--- config.mk ---
export PLATFORM = sky130hd
export DESIGN_NAME = trim_programmer
export DESIGN_NICKNAME = d
export VERILOG_FILES = /design/src/inc/trim_prog_pkg.sv /design/src/trim_programmer.sv /design/src/level_filter.sv /design/src/switch_comparator.sv
export SDC_FILE = /design/constraint.sdc
export NUM_CORES = 1
export LEC_CHECK = 0
export ABC_AREA = 1
export BUFFER_PORTS_ARGS = -buffer_cell sky130_fd_sc_hd__buf_2
export CAP_MARGIN = 20
export CORE_MARGIN = 5
export CORE_UTILIZATION = 56
export CTS_BUF_LIST = sky130_fd_sc_hd__clkbuf_2 sky130_fd_sc_hd__clkbuf_4 sky130_fd_sc_hd__clkbuf_8
export CTS_CLUSTER_DIAMETER = 200
export DETAILED_ROUTE_END_ITERATION = 8
export PLACE_DENSITY = 0.82
export SETUP_SLACK_MARGIN = 0.5
export SKIP_CTS_REPAIR_TIMING = 1
export SYNTH_ARGS = -nofsm -noshare
export SYNTH_HDL_FRONTEND = slang
export SYNTH_SLANG_ARGS = --single-unit
--- constraint.sdc ---
create_clock -name core_clk -period 2.2 [get_ports core_clk]
set_clock_uncertainty 0.15 [all_clocks]
set_input_delay 0.33 -clock core_clk [delete_from_list [all_inputs] [get_ports core_clk]]
set_output_delay 0.33 -clock core_clk [all_outputs]
set_load 0.01 [all_outputs]
--- src/inc/trim_prog_pkg.sv ---
// shared constants and types of the supply-pulse trim programmer
package trim_prog_pkg;

    localparam int CLK_MHZ = 50;
    localparam int LONG_PULSE_US = 100;
    localparam int LONG_PULSE_CYC = LONG_PULSE_US * CLK_MHZ;
    localparam int HIGH_CNT_W = 13;

    localparam int CODE_W = 5;
    localparam int FIELD_W = 6;
    localparam logic [5:0] LOCK_ADDR = 6'h20;
    localparam int LOCK_BIT = 5;
    localparam logic [5:0] ADDR_MAX = 6'h3f;

    localparam logic [7:0] THR_MIN = 8'h20;
    localparam logic [7:0] THR_STEP = 8'h04;
    localparam logic [7:0] THR_HYS = 8'h08;

    localparam logic [7:0] REG_STATUS = 8'h00;
    localparam logic [7:0] REG_CODE = 8'h04;
    localparam logic [7:0] REG_CONFIG = 8'h08;
    localparam int STAT_PROV_LSB = 0;
    localparam int STAT_FUSE_LSB = 6;
    localparam int STAT_LOCK_BIT = 12;
    localparam int STAT_STATE_LSB = 13;
    localparam int CODE_EFF_LSB = 0;
    localparam int CODE_ADDR_LSB = 8;
    localparam int CODE_SW_BIT = 16;
    localparam int CFG_SAMP_LSB = 0;
    localparam logic [3:0] CFG_SAMP_RESET = 4'h4;

    typedef enum logic [1:0] {
        LVL_CLEAR = 2'h0,
        LVL_HOLD = 2'h1,
        LVL_COUNT = 2'h2,
        LVL_SEP = 2'h3
    } level_t;

    typedef enum logic [4:0] {
        S_IDLE = 5'h01,
        S_KEY1 = 5'h02,
        S_KEY2 = 5'h04,
        S_ADDR = 5'h08,
        S_SET = 5'h10
    } seq_state_t;

    typedef struct packed {
        logic [7:0] addr;
        logic [31:0] wdata;
        logic wr;
        logic rd;
    } reg_req_t;

    function automatic logic [7:0] thr_of(input logic [CODE_W-1:0] code);
        thr_of = THR_MIN + (8'(code) * THR_STEP);
    endfunction

endpackage

--- src/trim_programmer.sv ---
// supply-pulse decoder, trim registers, fuse control and status port
// How it works
// trim set only by supply pulse train
// registers rewritable until device lock
// output follows provisional code at once
// lock fuse blocks all later programming
// release threshold is operate minus hysteresis
// thirty-one equal threshold steps
// five-bit code, one bitfield per bit
// hold level changes nothing
// each mid pulse advances address counter
// short high separates, long high blows fuse
// supply near zero clears registers, counter
// programmer sends one sequence per set bit
// programmer keeps supply up between sequences
// permanent equals provisional plus long pulse
// key: high, mid, high enables addressing
// address equals mid pulses after key
// lock bit sits at address thirty-two
// unset bitfields evaluate as zero
// level acts only after stable samples
// effective code is fuses or provisional bits
//
// Our own choices: the register offsets and the address-and-strobe port.
`timescale 1ns/10ps
`default_nettype none
module trim_programmer #(
    parameter int LONG_CYCLES = trim_prog_pkg::LONG_PULSE_CYC
) (
    input wire logic core_clk,
    input wire logic resetn,
    input wire logic [1:0] supply_class,
    input wire logic [trim_prog_pkg::FIELD_W-1:0] fuse_sense,
    input wire logic [7:0] field,
    input wire trim_prog_pkg::reg_req_t bus_req,
    output logic [31:0] rd_data,
    output logic [trim_prog_pkg::FIELD_W-1:0] fuse_blow,
    output logic switch_on
);
    import trim_prog_pkg::*;

    localparam logic [HIGH_CNT_W-1:0] LONG_LAST = HIGH_CNT_W'(LONG_CYCLES - 1);

    level_t lvl;
    level_t lvl_prev;
    seq_state_t state;
    logic [3:0] samples;
    logic [FIELD_W-1:0] fuse_s1;
    logic [FIELD_W-1:0] fuse_q;
    logic [FIELD_W-1:0] prov;
    logic [5:0] addr_cnt;
    logic [HIGH_CNT_W-1:0] high_cnt;
    logic [CODE_W-1:0] eff_code;
    logic locked;
    logic rise_mid;
    logic rise_high;
    logic fall_high;
    logic high_short;

    level_filter u_filter (
        .core_clk(core_clk),
        .resetn(resetn),
        .level_raw(supply_class),
        .samples(samples),
        .level(lvl)
    );

    switch_comparator u_cmp (
        .core_clk(core_clk),
        .resetn(resetn),
        .code(eff_code),
        .field(field),
        .switch_on(switch_on)
    );

    // fuse sense lines settle slowly after power-up
    always_ff @(posedge core_clk or negedge resetn) begin
        if (!resetn) begin
            fuse_s1 <= '0;
            fuse_q <= '0;
        end else begin
            fuse_s1 <= fuse_sense;
            fuse_q <= fuse_s1;
        end
    end

    assign locked = fuse_q[LOCK_BIT];

    always_ff @(posedge core_clk or negedge resetn) begin
        if (!resetn) begin
            lvl_prev <= LVL_CLEAR;
        end else begin
            lvl_prev <= lvl;
        end
    end

    assign rise_mid = lvl == LVL_COUNT && lvl_prev != LVL_COUNT;
    assign rise_high = lvl == LVL_SEP && lvl_prev != LVL_SEP;
    assign fall_high = lvl != LVL_SEP && lvl_prev == LVL_SEP;
    assign high_short = high_cnt < LONG_LAST;

    // pulse width is judged on the filtered level, so filter delay cancels
    always_ff @(posedge core_clk or negedge resetn) begin
        if (!resetn) begin
            high_cnt <= '0;
        end else if (lvl != LVL_SEP) begin
            high_cnt <= '0;
        end else if (high_cnt != LONG_LAST) begin
            high_cnt <= high_cnt + HIGH_CNT_W'(1);
        end
    end

    always_ff @(posedge core_clk or negedge resetn) begin
        if (!resetn) begin
            state <= S_IDLE;
        end else if (lvl == LVL_CLEAR || locked) begin
            state <= S_IDLE;
        end else begin
            case (state)
                S_IDLE: begin
                    if (fall_high && high_short) begin
                        state <= S_KEY1;
                    end
                end
                S_KEY1: begin
                    if (rise_mid) begin
                        state <= S_KEY2;
                    end else if (rise_high) begin
                        state <= S_IDLE;
                    end
                end
                S_KEY2: begin
                    if (fall_high) begin
                        state <= high_short ? S_ADDR : S_IDLE;
                    end else if (rise_mid) begin
                        state <= S_IDLE;
                    end
                end
                S_ADDR: begin
                    if (rise_high) begin
                        state <= (addr_cnt != 6'h00) ? S_SET : S_IDLE;
                    end
                end
                S_SET: begin
                    if (fall_high) begin
                        state <= S_IDLE;
                    end
                end
                default: begin
                    state <= S_IDLE;
                end
            endcase
        end
    end

    // counter restarts only on clear or when the key's last high falls, so stray mids are harmless
    always_ff @(posedge core_clk or negedge resetn) begin
        if (!resetn) begin
            addr_cnt <= 6'h00;
        end else if (lvl == LVL_CLEAR) begin
            addr_cnt <= 6'h00;
        end else if (state == S_KEY2 && fall_high) begin
            addr_cnt <= 6'h00;
        end else if (state == S_ADDR && rise_mid && addr_cnt != ADDR_MAX) begin
            addr_cnt <= addr_cnt + 6'h01;
        end
    end

    // counted value is ORed in, so a decimal try and single-bit sets agree
    always_ff @(posedge core_clk or negedge resetn) begin
        if (!resetn) begin
            prov <= '0;
        end else if (lvl == LVL_CLEAR) begin
            prov <= '0;
        end else if (!locked && state == S_ADDR && rise_high && addr_cnt != 6'h00) begin
            prov <= prov | addr_cnt;
        end
    end

    // fuse current flows only while the long separator level lasts
    always_ff @(posedge core_clk or negedge resetn) begin
        if (!resetn) begin
            fuse_blow <= '0;
        end else if (locked || lvl != LVL_SEP || state != S_SET) begin
            fuse_blow <= '0;
        end else if (high_cnt == LONG_LAST) begin
            fuse_blow <= addr_cnt;
        end
    end

    always_ff @(posedge core_clk or negedge resetn) begin
        if (!resetn) begin
            eff_code <= '0;
        end else begin
            eff_code <= fuse_q[CODE_W-1:0] | prov[CODE_W-1:0];
        end
    end

    always_ff @(posedge core_clk or negedge resetn) begin
        if (!resetn) begin
            samples <= CFG_SAMP_RESET;
        end else if (bus_req.wr && bus_req.addr == REG_CONFIG) begin
            samples <= bus_req.wdata[CFG_SAMP_LSB +: 4];
        end
    end

    always_ff @(posedge core_clk or negedge resetn) begin
        if (!resetn) begin
            rd_data <= 32'h0000_0000;
        end else begin
            rd_data <= 32'h0000_0000;
            if (bus_req.rd) begin
                case (bus_req.addr)
                    REG_STATUS: begin
                        rd_data[STAT_PROV_LSB +: FIELD_W] <= prov;
                        rd_data[STAT_FUSE_LSB +: FIELD_W] <= fuse_q;
                        rd_data[STAT_LOCK_BIT] <= locked;
                        rd_data[STAT_STATE_LSB +: 5] <= state;
                    end
                    REG_CODE: begin
                        rd_data[CODE_EFF_LSB +: CODE_W] <= eff_code;
                        rd_data[CODE_ADDR_LSB +: 6] <= addr_cnt;
                        rd_data[CODE_SW_BIT] <= switch_on;
                    end
                    REG_CONFIG: begin
                        rd_data[CFG_SAMP_LSB +: 4] <= samples;
                    end
                    default: begin
                        rd_data <= 32'h0000_0000;
                    end
                endcase
            end
        end
    end
endmodule
`default_nettype wire

--- src/level_filter.sv ---
// supply level class synchroniser and stability filter
`timescale 1ns/10ps
`default_nettype none
module level_filter (
    input wire logic core_clk,
    input wire logic resetn,
    input wire logic [1:0] level_raw,
    input wire logic [3:0] samples,
    output trim_prog_pkg::level_t level
);
    import trim_prog_pkg::*;

    logic [1:0] sync1;
    logic [1:0] sync2;
    logic [1:0] cand;
    logic [3:0] stable_cnt;

    always_ff @(posedge core_clk or negedge resetn) begin
        if (!resetn) begin
            sync1 <= 2'h0;
            sync2 <= 2'h0;
        end else begin
            sync1 <= level_raw;
            sync2 <= sync1;
        end
    end

    // comparator chatter on a slow ramp must not look like a pulse
    always_ff @(posedge core_clk or negedge resetn) begin
        if (!resetn) begin
            cand <= 2'h0;
            stable_cnt <= 4'h0;
        end else if (sync2 != cand) begin
            cand <= sync2;
            stable_cnt <= 4'h0;
        end else if (stable_cnt != 4'hf) begin
            stable_cnt <= stable_cnt + 4'h1;
        end
    end

    always_ff @(posedge core_clk or negedge resetn) begin
        if (!resetn) begin
            level <= LVL_CLEAR;
        end else if (stable_cnt >= samples) begin
            level <= level_t'(cand);
        end
    end
endmodule
`default_nettype wire

--- src/switch_comparator.sv ---
// operate and release threshold comparison with fixed hysteresis
`timescale 1ns/10ps
`default_nettype none
module switch_comparator (
    input wire logic core_clk,
    input wire logic resetn,
    input wire logic [trim_prog_pkg::CODE_W-1:0] code,
    input wire logic [7:0] field,
    output logic switch_on
);
    import trim_prog_pkg::*;

    logic [7:0] operate_threshold;
    logic [7:0] release_threshold;

    // one step per code value, 31 steps from the minimum
    always_ff @(posedge core_clk or negedge resetn) begin
        if (!resetn) begin
            operate_threshold <= THR_MIN;
        end else begin
            operate_threshold <= thr_of(code);
        end
    end

    assign release_threshold = operate_threshold - THR_HYS;

    always_ff @(posedge core_clk or negedge resetn) begin
        if (!resetn) begin
            switch_on <= 1'b0;
        end else if (!switch_on && field >= operate_threshold) begin
            switch_on <= 1'b1;
        end else if (switch_on && field < release_threshold) begin
            switch_on <= 1'b0;
        end
    end
endmodule
`default_nettype wire

; ---- Word level (Yosys, flattened, before mapping)
; Cells that the tools add are included.
; Widths: inputs -> output; s select.
[op_classes]
n_reduce_logical = 28
bitwise_logic = 2
n_eq_ne = 24
n_mux = 32
order_cmp = 4
n_addsub = 5
[op_table]
columns = operator, n
row1 = $mux 5, 9
row2 = $mux 6, 7
row3 = $mux 13, 2
row4 = $pmux 5 s5, 1
row5 = $mux 18, 1
row6 = $add 13x1->13 const B, 1
row7 = $eq 13x13->1 const B, 1
row8 = $logic_and 1x1->1, 13
row9 = $lt 13x13->1 const B, 1
row10 = $ne 13x13->1 const B, 1
row11 = $mux 4, 3
row12 = $ne 4x4->1 const B, 3
row13 = $pmux 4 s3, 1
row14 = $pmux 6 s2, 1
row15 = $reduce_bool 2->1, 5
row16 = $ne 3x3->1 const B, 3
row17 = $add 6x7->8 const A, 1
row18 = $eq 8x3->1 const B, 1
row19 = $eq 8x4->1 const B, 1
row20 = $ge 8x8->1, 1
row21 = $logic_not 8->1, 1
row22 = $lt 8x8->1, 1
row23 = $sub 8x4->8 const B, 1
row24 = $add 6x1->6 const B, 1
row25 = other kinds (24), 34
[totals]
ff_bits = 98
inputBits = 60
elab_cells = 113
out_inout_bits = 39

; ---- Depth between registers and ports, before layout
; Gate-level depths: netlist (run 1).
[logic_depth]
depth_word = 7
depth_mapped = 11
mapped_depth_nobuf = 11

; ---- Modules after synthesis
; A second synthesis (run 1) with hierarchy kept.
[unflattened]
cells_unflattened = 530
hier_area_um2 = 4703.3
[by_module_without_submodules]
columns = mod, cells_per_inst, instances, seq_area_each_um2, area_each_um2
row1 = trim_programmer, 401, 1, 1929.4, 3580.9
row2 = level_filter, 63, 1, 300.3, 573.0
row3 = switch_comparator, 66, 1, 176.4, 549.3

; ---- Least setup slack after synthesis (run 1)
; No wires, ideal clock.
[synth_path]
kind = register to register
from = register u_cmp.operate_threshold[3]
to = register u_cmp.switch_on
setup_slack_ns = 0.449
path_stages_with_launch = 10
required_ns = 1.933
setup_ns = 0.117
arrival_time_ns = 1.484
synth_period_minus_slack_ns = 1.751
path_buffers = 0
path_cell_list = dfrtp_1 -> inv_1 -> ha_1 -> nand3_1 -> xor2_1 -> ha_1 -> a21oi_1 -> o221ai_1 -> nand2_1 -> nand2_1
[synth_via]
elab_chain_len = 4
word_cells_on_any_way = 7
cone_classes = add/sub: 1 / order compare: 2 / mux: 1 / reduce/logical: 3
[synth_lines]
columns = item, line_no
row1 = from (decl), switch_comparator.sv:13  ; logic [7:0] operate_threshold;
row2 = from (signal assigned), switch_comparator.sv:21  ; operate_threshold <= thr_of(code);
row3 = $sub 8x4->8, switch_comparator.sv:25  ; assign release_threshold = operate_threshold - THR_HYS;
row4 = $lt 8x8->1, switch_comparator.sv:32  ; end else if (switch_on && field < release_threshold) begin
row5 = $logic_and 1x1->1, switch_comparator.sv:32
row6 = $reduce_bool 2->1 (no source line), -
row7 = to (signal assigned), switch_comparator.sv:29  ; switch_on <= 1'b0;
row8 = to (signal assigned), switch_comparator.sv:31  ; switch_on <= 1'b1;
row9 = to (signal assigned), switch_comparator.sv:33  ; switch_on <= 1'b0;
row10 = to (decl), switch_comparator.sv:9  ; output logic switch_on
; Several ways; a longest one is shown, not always the timed one.
; A chain may end at the register's enable or synchronous reset.

; ---- Worst setup path after layout (run 1)
[layout_path]
from = register addr_cnt[1]
to = register addr_cnt[0]
[layout_via]
elab_chain_len = 3
[layout_lines]
columns = item, line_no
row1 = from (decl), trim_programmer.sv:51  ; logic [5:0] addr_cnt;
row2 = from (signal assigned), trim_programmer.sv:165  ; addr_cnt <= addr_cnt + 6'h01;
row3 = $ne 6x6->1, trim_programmer.sv:164  ; end else if (state == S_ADDR && rise_mid && addr_cnt != ADDR_MAX) begin
row4 = $logic_and 1x1->1, trim_programmer.sv:164
row5 = $reduce_bool 3->1 (no source line), -
; No other way between the ends.

==> flow_metrics.tcl, run 1 <==
set metrics [dict create \
    status "finished, final reports clean" \
    yosysWarnings 0 \
    worstSetupStartpointType "flop" \
    finalCriticalPeriod_ns 1.86 \
    post-place-cells 665 \
    grt_usage 0.191 \
    regToRegSetupSlack_ns 0.34 \
    antenna_found_initial 0 \
    endpoint_kind "flop" \
    min_to "samples[0]" \
    yosys.area.top_type "dfrtp_1" \
    cts_max_level 3 \
    setup_violations 0 \
    syn2layout_area_growth_pct 20.7 \
    setup-tns-final_ns 0 \
    synth_ff_type "dfrtp_1" \
    grt-ovfl-total 0 \
    synth_area_leaders "dfrtp_1 50%, nand2_1 6.6%, ha_1 5.7%, inv_1 5.5%, nor2_1 4.5%" \
    diodes 0 \
    grt_start_max_net_pins 36 \
    cts_root_buffer "clkbuf_8" \
    fp.dieH_um 101 \
    design.core.area_um2 8130 \
    worst_r2r_endpoint "addr_cnt[0]" \
    synth_edf_count 0 \
    drt_iter0_markers 139 \
    ioPinCount 99 \
    avgSynthCellArea_um2 9.15 \
    path_cells "ha_1 -> nand3_1 -> o31ai_4 -> buf_4 -> o21ai_0 -> a21oi_1" \
    arrival_ns 2.00 \
    crit_type "flop to flop" \
    dieArea_um2 10200 \
    num_rows 33 \
    power_leakage_nw 2.82 \
    hold_depth 2 \
    numCtsBuffers 9 \
    power_density_nw_per_um2 609 \
    fillCellCount 572 \
    port_buffers 56 \
    drt-wirelength-per-cell_um 13.7 \
    grt_pass1_wl_mm 15.4 \
    synth_cell_types 42 \
    drive_gt1_frac 0.262 \
    ir_drop_uv 487 \
    timing.rr.start "addr_cnt[1]" \
    syn_area_um2 4620 \
    viasPerCell 5.16 \
    cpPeakStageDelay_ns 0.47 \
    die_w_um 101 \
    final_max_slew_viol_count 0 \
    cts_tree "yes" \
    drt-total-wl_mm 9.66 \
    crit_slowest_cell "dfrtp_1" \
    initial_core_util 0.568 \
    max_freq_mhz 538 \
    reg2reg_depth 6 \
    vias 3633 \
    holdCritStartpoint "bus_req[2]" \
    async_reset_ff_frac 1.00 \
    dp.final_hpwl_mm 7.07 \
    gp_congestion 0.958 \
    holdCritPathClass "primary input to flop" \
    cts.clk_slew.worst_paths_ns 0.09 \
    cp_max_fo 5 \
    stdcell_count 704 \
    drv_cap 0 \
    clk_path_buf_depth 2 \
    ys_seq_area_frac 0.520 \
    hold_viol_final 0 \
    drt-pass1-iter-count 4 \
    nets 675 \
    synth_cells 505 \
    fin_crit_sh 0.844 \
    clk_latency_ns 0.37 \
    drc 0 \
    grt_pass1_vias 3478 \
    worstPathRequired_ns 2.34 \
    synth-seq-cells 96 \
    rsz0062_at_grt "true" \
    drtAntennaViolNets 0 \
    synth_top_area_share 0.503 \
    cts_sinks 96 \
]
==> synth_stat cells (2+ instances only) <==
| master | number |
|---|---|
| nor3_4 | 3 |
| dfrtp_1 | 93 |
| inv_1 | 68 |
| dfstp_2 | 3 |
| inv_2 | 3 |
| nor3_1 | 10 |
| xnor2_1 | 3 |
| o21ai_0 | 29 |
| o31ai_1 | 2 |
| ha_1 | 21 |
| nand4_1 | 4 |
| nor2_4 | 2 |
| nand2_2 | 8 |
| o22ai_1 | 6 |
| nor2_2 | 6 |
| a21oi_1 | 25 |
| nor2_1 | 55 |
| nand2_1 | 81 |
| nand3_1 | 37 |
| o21ai_1 | 2 |
| nand2_4 | 2 |
| o21bai_1 | 2 |
| buf_4 | 14 |
| clkbuf_1 | 2 |
| xor2_1 | 7 |
==> worst max-delay path by stage <==
stage	startpoint	to	slack, ns	depth (start not counted)
after floorplan	u_cmp.operate_threshold[3]	u_cmp.switch_on	0.51	9
after detailed placement	u_cmp.operate_threshold[3]	u_cmp.switch_on	0.36	9
after global placement	u_cmp.operate_threshold[3]	u_cmp.switch_on	0.44	9
after global routing	u_cmp.operate_threshold[5]	u_cmp.switch_on	0.27	8
final	addr_cnt[1]	addr_cnt[0]	0.34	6
after CTS	u_cmp.operate_threshold[3]	u_cmp.switch_on	0.34	9
==> per-layer routing <==
layer / vias to the layer above / part of all wire / GRT usage
met5: - / 0 / 0
met4: 0 / 0.030 / 0.0933
met3: 29 / 0.058 / 0.0298
met2: 117 / 0.51 / 0.322
met1: 1697 / 0.41 / 0.240
li1: 1790 / - / -
==> worst max-delay path, delay by kind of cell (launching register included) <==
kind,cells,cell delay (ns)
AO/OA/AOI/OAI,3,0.57
flip-flops,1,0.47
adder cells (fa/ha/maj),1,0.24
buffers and inverters,1,0.18
AND/OR/NAND/NOR,1,0.17
==> sequential cells by signal, summed over array words and instances (netlist names) <==
signal	flops
rd_data	18
high_cnt	13
addr_cnt	6
fuse_blow	6
fuse_q	6
fuse_s1	6
prov	6
u_cmp.operate_threshold	6
eff_code	5
state	5
samples	4
u_filter.stable_cnt	4
lvl_prev	2
u_filter.cand	2
u_filter.level	2
u_filter.sync1	2
u_filter.sync2	2
u_cmp.switch_on	1
==> metrics by stage <==
| step | hold slack [ns] | util | setup slack, ns | total power [mW] | area (um2) |
|---|---|---|---|---|---|
| 2_1_floorplan | -0.116 | - | 0.510 | 2.01 | 4690 |
| 3_3_place_gp | 0.108 | 0.617 | 0.436 | 2.10 | 5020 |
| 3_5_place_dp | 0.111 | 0.617 | 0.362 | 2.11 | 5020 |
| 4_1_cts | -0.295 | 0.645 | 0.336 | 3.39 | 5250 |
| 5_1_grt | 0.0353 | 0.686 | 0.271 | 3.54 | 5580 |
| 6_report | 0.0399 | 0.686 | 0.342 | 3.40 | 5580 |
==> layout by cell type (no fill, tap or decap), types with 4 or more instances in the layout <==
cell,synthesis,layout
a21oi_1,25,23
buf_2,1,55
buf_4,14,18
clkbuf_8,0,10
conb_1,1,14
dfrtp_1,93,89
dfrtp_2,0,4
dlygate4sd3_1,0,9
ha_1,21,18
inv_1,68,64
inv_2,3,7
nand2_1,81,79
nand2_2,8,10
nand3_1,37,31
nand3_2,0,6
nand4_1,4,4
nor2_1,55,51
nor2_2,6,7
nor2_4,2,5
nor3_1,10,9
nor3_4,3,4
o21ai_0,29,27
o22ai_1,6,6
xor2_1,7,7
==> power breakdown <==
part / total (mW) / switching, mW / internal, mW / leakage, nW
logic: 0.265 / 0.157 / 0.108 / 1.46
registers: 1.84 / 0.0296 / 1.81 / 1.25
clock network: 1.29 / 0.618 / 0.675 / 0.113
==> final cells by class <==
cell class,count,area [um2],area share
tap,105,131,0.0235
inverter,72,275,0.0493
sequential,96,2410,0.432
clock buffer,10,138,0.0247
timing repair buffer,83,520,0.0933
multi-input combinational,332,2010,0.361
clock inverter,6,90.1,0.0161
==> logic make-up (layout without fill, tap and decap cells) <==
kind of cell	count (synthesis)	after routing	share of synthesized area
simple gates	214	214	0.224
flops	96	96	0.520
buf+inv	90	171	0.0869
compound gates	71	71	0.0869
fa+ha+maj	21	21	0.0568
xor+xnor	10	10	0.0189
mux	2	2	0.00568
other cells	1	14	0.000811
(Power assumes the default switching activity.)
==> run 2, diff against run 1 <==
Settings changed: ABC_AREA 1 to 0.
Clock period 2.2 ns to 1.9 ns, I/O delays scaled along.
==> run 2 against run 1 <==
Against the previous run: the flow now finishes with violations (negative setup slack); wire length increased by 4.1%; non-clock buffer count grew 19; synthesized cell count shrank 20%; sequential share of layout area fell by 0.92 points; worst setup slack worse by 0.36 ns.
==> flow_metrics.tcl, run 2 <==
set metrics [dict create \
    cts.clk_slew.worst_paths_ns 0.09 \
    final_max_slew_viol_count 0 \
    path_buf_inv 0 \
    worstPathRequired_ns 1.99 \
    drive_gt1_frac 0.383 \
    hold_viol_final 0 \
    power_density_nw_per_um2 726 \
    syn_area_um2 4420 \
    drv_cap 0 \
    nets 582 \
    drc 0 \
    hold_depth 2 \
    synth_top_area_share 0.527 \
    max_freq_mhz 522 \
    cts_max_level 3 \
    cpPeakStageDelay_ns 0.45 \
    drt-wirelength-per-cell_um 16.5 \
    synth_cells 402 \
    ys_seq_area_frac 0.545 \
    drtAntennaViolNets 0 \
    largest_reg_flops 18 \
    synth_top_cells_by_count "93 x dfrtp_1, 54 x nor2_1, 21 x ha_1, 18 x inv_1, 18 x nand2_1" \
    yosys.area.top_type "dfrtp_1" \
    diodes 0 \
    clk_latency_ns 0.35 \
    stdcell_count 608 \
    fin_total_pwr_mw 4.15 \
    synth-seq-cells 96 \
    holdCritPathClass "primary input to flop" \
    synth_cell_types 52 \
    status "finished with violations" \
    setup_violations 2 \
    reg2reg_depth 5 \
    viasPerCell 5.49 \
    dp.final_hpwl_mm 6.53 \
    drt_iter0_markers 146 \
    crit_slowest_cell "dfrtp_2" \
    grt_usage 0.192 \
    hold_slack_ns 0.0137 \
    fin_crit_sh 1.01 \
    drt-total-wl_mm 10.1 \
    grt_pass1_wl_mm 15.3 \
    crit_type "flop to flop" \
    initial_core_util 0.575 \
    cts_root_buffer "clkbuf_8" \
    die_w_um 98.8 \
    gp_congestion 0.863 \
    cts_tree "yes" \
    yosysWarnings 0 \
    rsz0062_at_grt "true" \
    cp_top_family "compound AO/OA/AOI/OAI gates" \
    finalCriticalPeriod_ns 1.91 \
    fp.dieH_um 98.8 \
    worst_r2r_endpoint "prov[4]" \
    cp_max_fo 6 \
    async_reset_ff_frac 1.00 \
    setup_ws_ns -0.0141 \
    holdCritStartpoint "bus_req[4]" \
    arrival_ns 2.01 \
    design.core.area_um2 7690 \
    avgSynthCellArea_um2 11.0 \
    ioPinCount 99 \
    layout_common_cells "85 x dfrtp_1, 55 x buf_2, 48 x nor2_1" \
    setup-tns-final_ns -0.0228 \
    syn2layout_area_growth_pct 29.3 \
    final_common_cell "dfrtp_1" \
    largest_registers "rd_data (18), high_cnt (13)" \
    regToRegSetupSlack_ns -0.01 \
    synth_edf_count 0 \
    num_rows 32 \
    endpoint_kind "flop" \
    post-place-cells 565 \
    dieArea_um2 9770 \
    path_cells "or3_4 -> a211o_1 -> a21oi_4 -> a211oi_4 -> a22o_1" \
    timing.rr.start "state[1]" \
    port_buffers 56 \
    vias 3335 \
    antenna_found_initial 0 \
    grt_start_max_net_pins 39 \
    yosysMostFrequentCell "dfrtp_1" \
    final_core_util 0.743 \
    grt_pass1_vias 3309 \
    largest-register "rd_data" \
    synth_ff_type "dfrtp_1" \
    power_leakage_nw 2.73 \
    synth_area_leaders "dfrtp_1 53%, ha_1 5.9%, nor2_1 4.6%, mux2i_1 3.6%, buf_4 2.5%" \
    ir_drop_uv 489 \
    cts_sinks 96 \
    drt-pass1-iter-count 5 \
    numCtsBuffers 9 \
    worstSetupStartpointType "flop" \
    min_to "samples[2]" \
    violations "negative setup slack" \
    clk_path_buf_depth 2 \
    grt-ovfl-total 0 \
]
==> run 2: power breakdown <==
group	leakage (nW)	total, mW	internal, mW	switching [mW]
sequential	1.24	2.19	2.12	0.0756
combinational	1.39	0.575	0.273	0.302
clock	0.0983	1.38	0.695	0.680
==> run 2: through the flow <==
| stage | cell area [um2] | worst slack (ns) |
|---|---|---|
| 3_5_place_dp | 4990 | -0.0260 |
| 3_3_place_gp | 4990 | 0.0373 |
| 6_report | 5710 | -0.0141 |
| 4_1_cts | 5200 | -0.0593 |
| 5_1_grt | 5710 | -0.0651 |
| 2_1_floorplan | 4590 | 0.0351 |
==> run 2: kinds of logic after synthesis <==
group / Yosys count / synth area share
AO/OA/AOI/OAI: 53 / 0.0903
buffers and inverters: 45 / 0.0521
other: 1 / 0.000849
flip-flops: 96 / 0.545
AND/OR/NAND/NOR: 144 / 0.161
adder cells (fa/ha/maj): 21 / 0.0595
XOR/XNOR: 20 / 0.0396
multiplexers: 22 / 0.0515
==> run 2: how the worst max path moves through the flow <==
stage	start	to	slack, ns	depth (start not counted)
after floorplan	u_filter.stable_cnt[0]	u_filter.level[0]	0.04	7
after global placement	state[1]	prov[2]	0.04	5
after detailed placement	state[4]	prov[4]	-0.03	5
after CTS	state[4]	prov[4]	-0.06	5
after global routing	state[0]	prov[5]	-0.07	4
final	state[1]	prov[4]	-0.01	5
==> run 2: layout make-up <==
cell class	count	area (um2)
clock buffer	12	159
clock inverter	4	52.6
fill	502	1980
inverter	18	67.6
multi-input combinational	274	2180
sequential	96	2420
tap	102	128
timing repair buffer	102	706
==> run 2: layer usage <==
metal | vias to the layer above | routed length [um] | global-route usage | share of wire
li1 | 1545 | - | - | -
met1 | 1640 | 4090 | 0.245 | 0.41
met2 | 124 | 5230 | 0.330 | 0.52
met3 | 26 | 533 | 0.0326 | 0.053
met4 | 0 | 208 | 0.0714 | 0.021
met5 | - | 0 | 0 | 0
==> run 3, diff against run 2 <==
Settings changed: MAX_ROUTING_LAYER set to met4.
==> run 3 against run 2 <==
Against the previous run: the run still ends with negative setup slack left; count of clock-buffer cells in the layout fell by 3; power fell by 0.72%; sequential share of layout area barely moved; non-clock buffer count rose by 1; worst hold slack improved by 0.0057 ns; largest power group unchanged.
==> flow_metrics.tcl, run 3 (synthesized netlist as in run 2, its figures left out) <==
set metrics [dict create \
    status "finished with violations" \
    violations "negative setup slack" \
    drt-pass1-iter-count 5 \
    clk_latency_ns 0.37 \
    worstPathRequired_ns 2.00 \
    ioPinCount 99 \
    numCtsBuffers 9 \
    largest-register "rd_data" \
    largest_reg_flops 18 \
    final_max_slew_viol_count 0 \
    endpoint_kind "flop" \
    initial_core_util 0.575 \
    drive_gt1_frac 0.383 \
    grt_pass1_vias 3300 \
    nets 583 \
    setup_ws_ns -0.125 \
    worstSetupStartpointType "flop" \
    grt-ovfl-total 0 \
    dp_worst_setup_slack_ns -0.00919 \
    final_common_cell "dfrtp_1" \
    num_rows 32 \
    port_buffers 56 \
    grt_start_max_net_pins 44 \
    fp.dieH_um 98.8 \
    cts_max_level 3 \
    post-place-cells 565 \
    rsz0062_at_grt "true" \
    cts_root_buffer "clkbuf_8" \
    grt_pass1_wl_mm 15.0 \
    gp_congestion 0.901 \
    cts_sinks 96 \
    drv_cap 0 \
    dp.final_hpwl_mm 6.60 \
    drtAntennaViolNets 0 \
    cts.clk_slew.worst_paths_ns 0.09 \
    crit_type "flop to flop" \
    holdCritPathClass "primary input to flop" \
    dieArea_um2 9770 \
    layout_common_cells "86 x dfrtp_1, 54 x buf_2, 46 x nor2_1" \
    stdcell_count 609 \
    syn2layout_area_growth_pct 29.2 \
    grt_usage 0.195 \
    max_freq_mhz 494 \
    drt-wirelength-per-cell_um 16.3 \
    drc 0 \
    hold_slack_ns 0.0194 \
    cp_max_fo 5 \
    diodes 0 \
    power_density_nw_per_um2 721 \
    setup_violations 11 \
    design.core.area_um2 7690 \
    drt_iter0_markers 157 \
    final_core_util 0.742 \
    drt-total-wl_mm 9.96 \
    largest_registers "rd_data (18), high_cnt (13)" \
    antenna_found_initial 0 \
    fin_crit_sh 1.07 \
    hold_viol_final 0 \
    arrival_ns 2.12 \
    setup-tns-final_ns -0.562 \
    viasPerCell 5.42 \
    power_leakage_nw 2.71 \
    ir_drop_uv 687 \
    vias 3300 \
    die_w_um 98.8 \
    finalCriticalPeriod_ns 2.02 \
    cts_tree "yes" \
    clk_path_buf_depth 2 \
]
==> run 3: layout make-up <==
cell class / count / area [um2]
Clock buffer: 9 / 124
Clock inverter: 7 / 78.8
Fill cell: 510 / 1980
Inverter: 18 / 67.6
Multi-Input combinational cell: 274 / 2180
Sequential cell: 96 / 2410
Tap cell: 102 / 128
Timing Repair Buffer: 103 / 713
==> run 3: where the power goes <==
group	internal (mW)	total, mW	leakage (nW)	switching (mW)
clock	0.619	1.33	0.0925	0.709
sequential	2.12	2.20	1.24	0.0837
combinational	0.288	0.585	1.38	0.297
total	3.03	4.12	2.71	1.09
==> run 3: critical path, cell delays in order (launching register included) <==
cell and delay [ns]:
dfrtp_2 0.45, or3_4 0.41, a2111oi_4 0.38, or2b_4 0.24
nor4_1 0.07, or2_1 0.22
==> run 3: metal layers <==
layer | routed length (um) | GRT usage
met5 | 0 | -
met4 | 227 | 0.0809
met3 | 475 | 0.0375
met2 | 5230 | 0.326
met1 | 4030 | 0.230
==> run 3: worst paths after layout <==
| check | slack [ns] | start | endpoint | depth (start not counted) |
|---|---|---|---|---|
| setup reg to reg | -0.12 | state[1] | addr_cnt[5] | 5 |
| hold / removal | 0.02 | bus_req[5] | samples[3] | 2 |
| min in group asynchronous | 0.23 | resetn | u_cmp.operate_threshold[2] | 2 |
| setup / recovery | -0.12 | state[1] | addr_cnt[5] | 5 |
| hold reg to reg | 0.19 | fuse_s1[2] | fuse_q[2] | 0 |
| max in group asynchronous | 0.69 | resetn | high_cnt[5] | 3 |
==> run 3: stage by stage <==
step,instance area [um2],total power [mW]
after detailed placement,4980,2.70
after global placement,4980,2.67
after floorplan,4590,2.52
after CTS,5180,4.02
after global routing,5710,4.31
final,5710,4.12
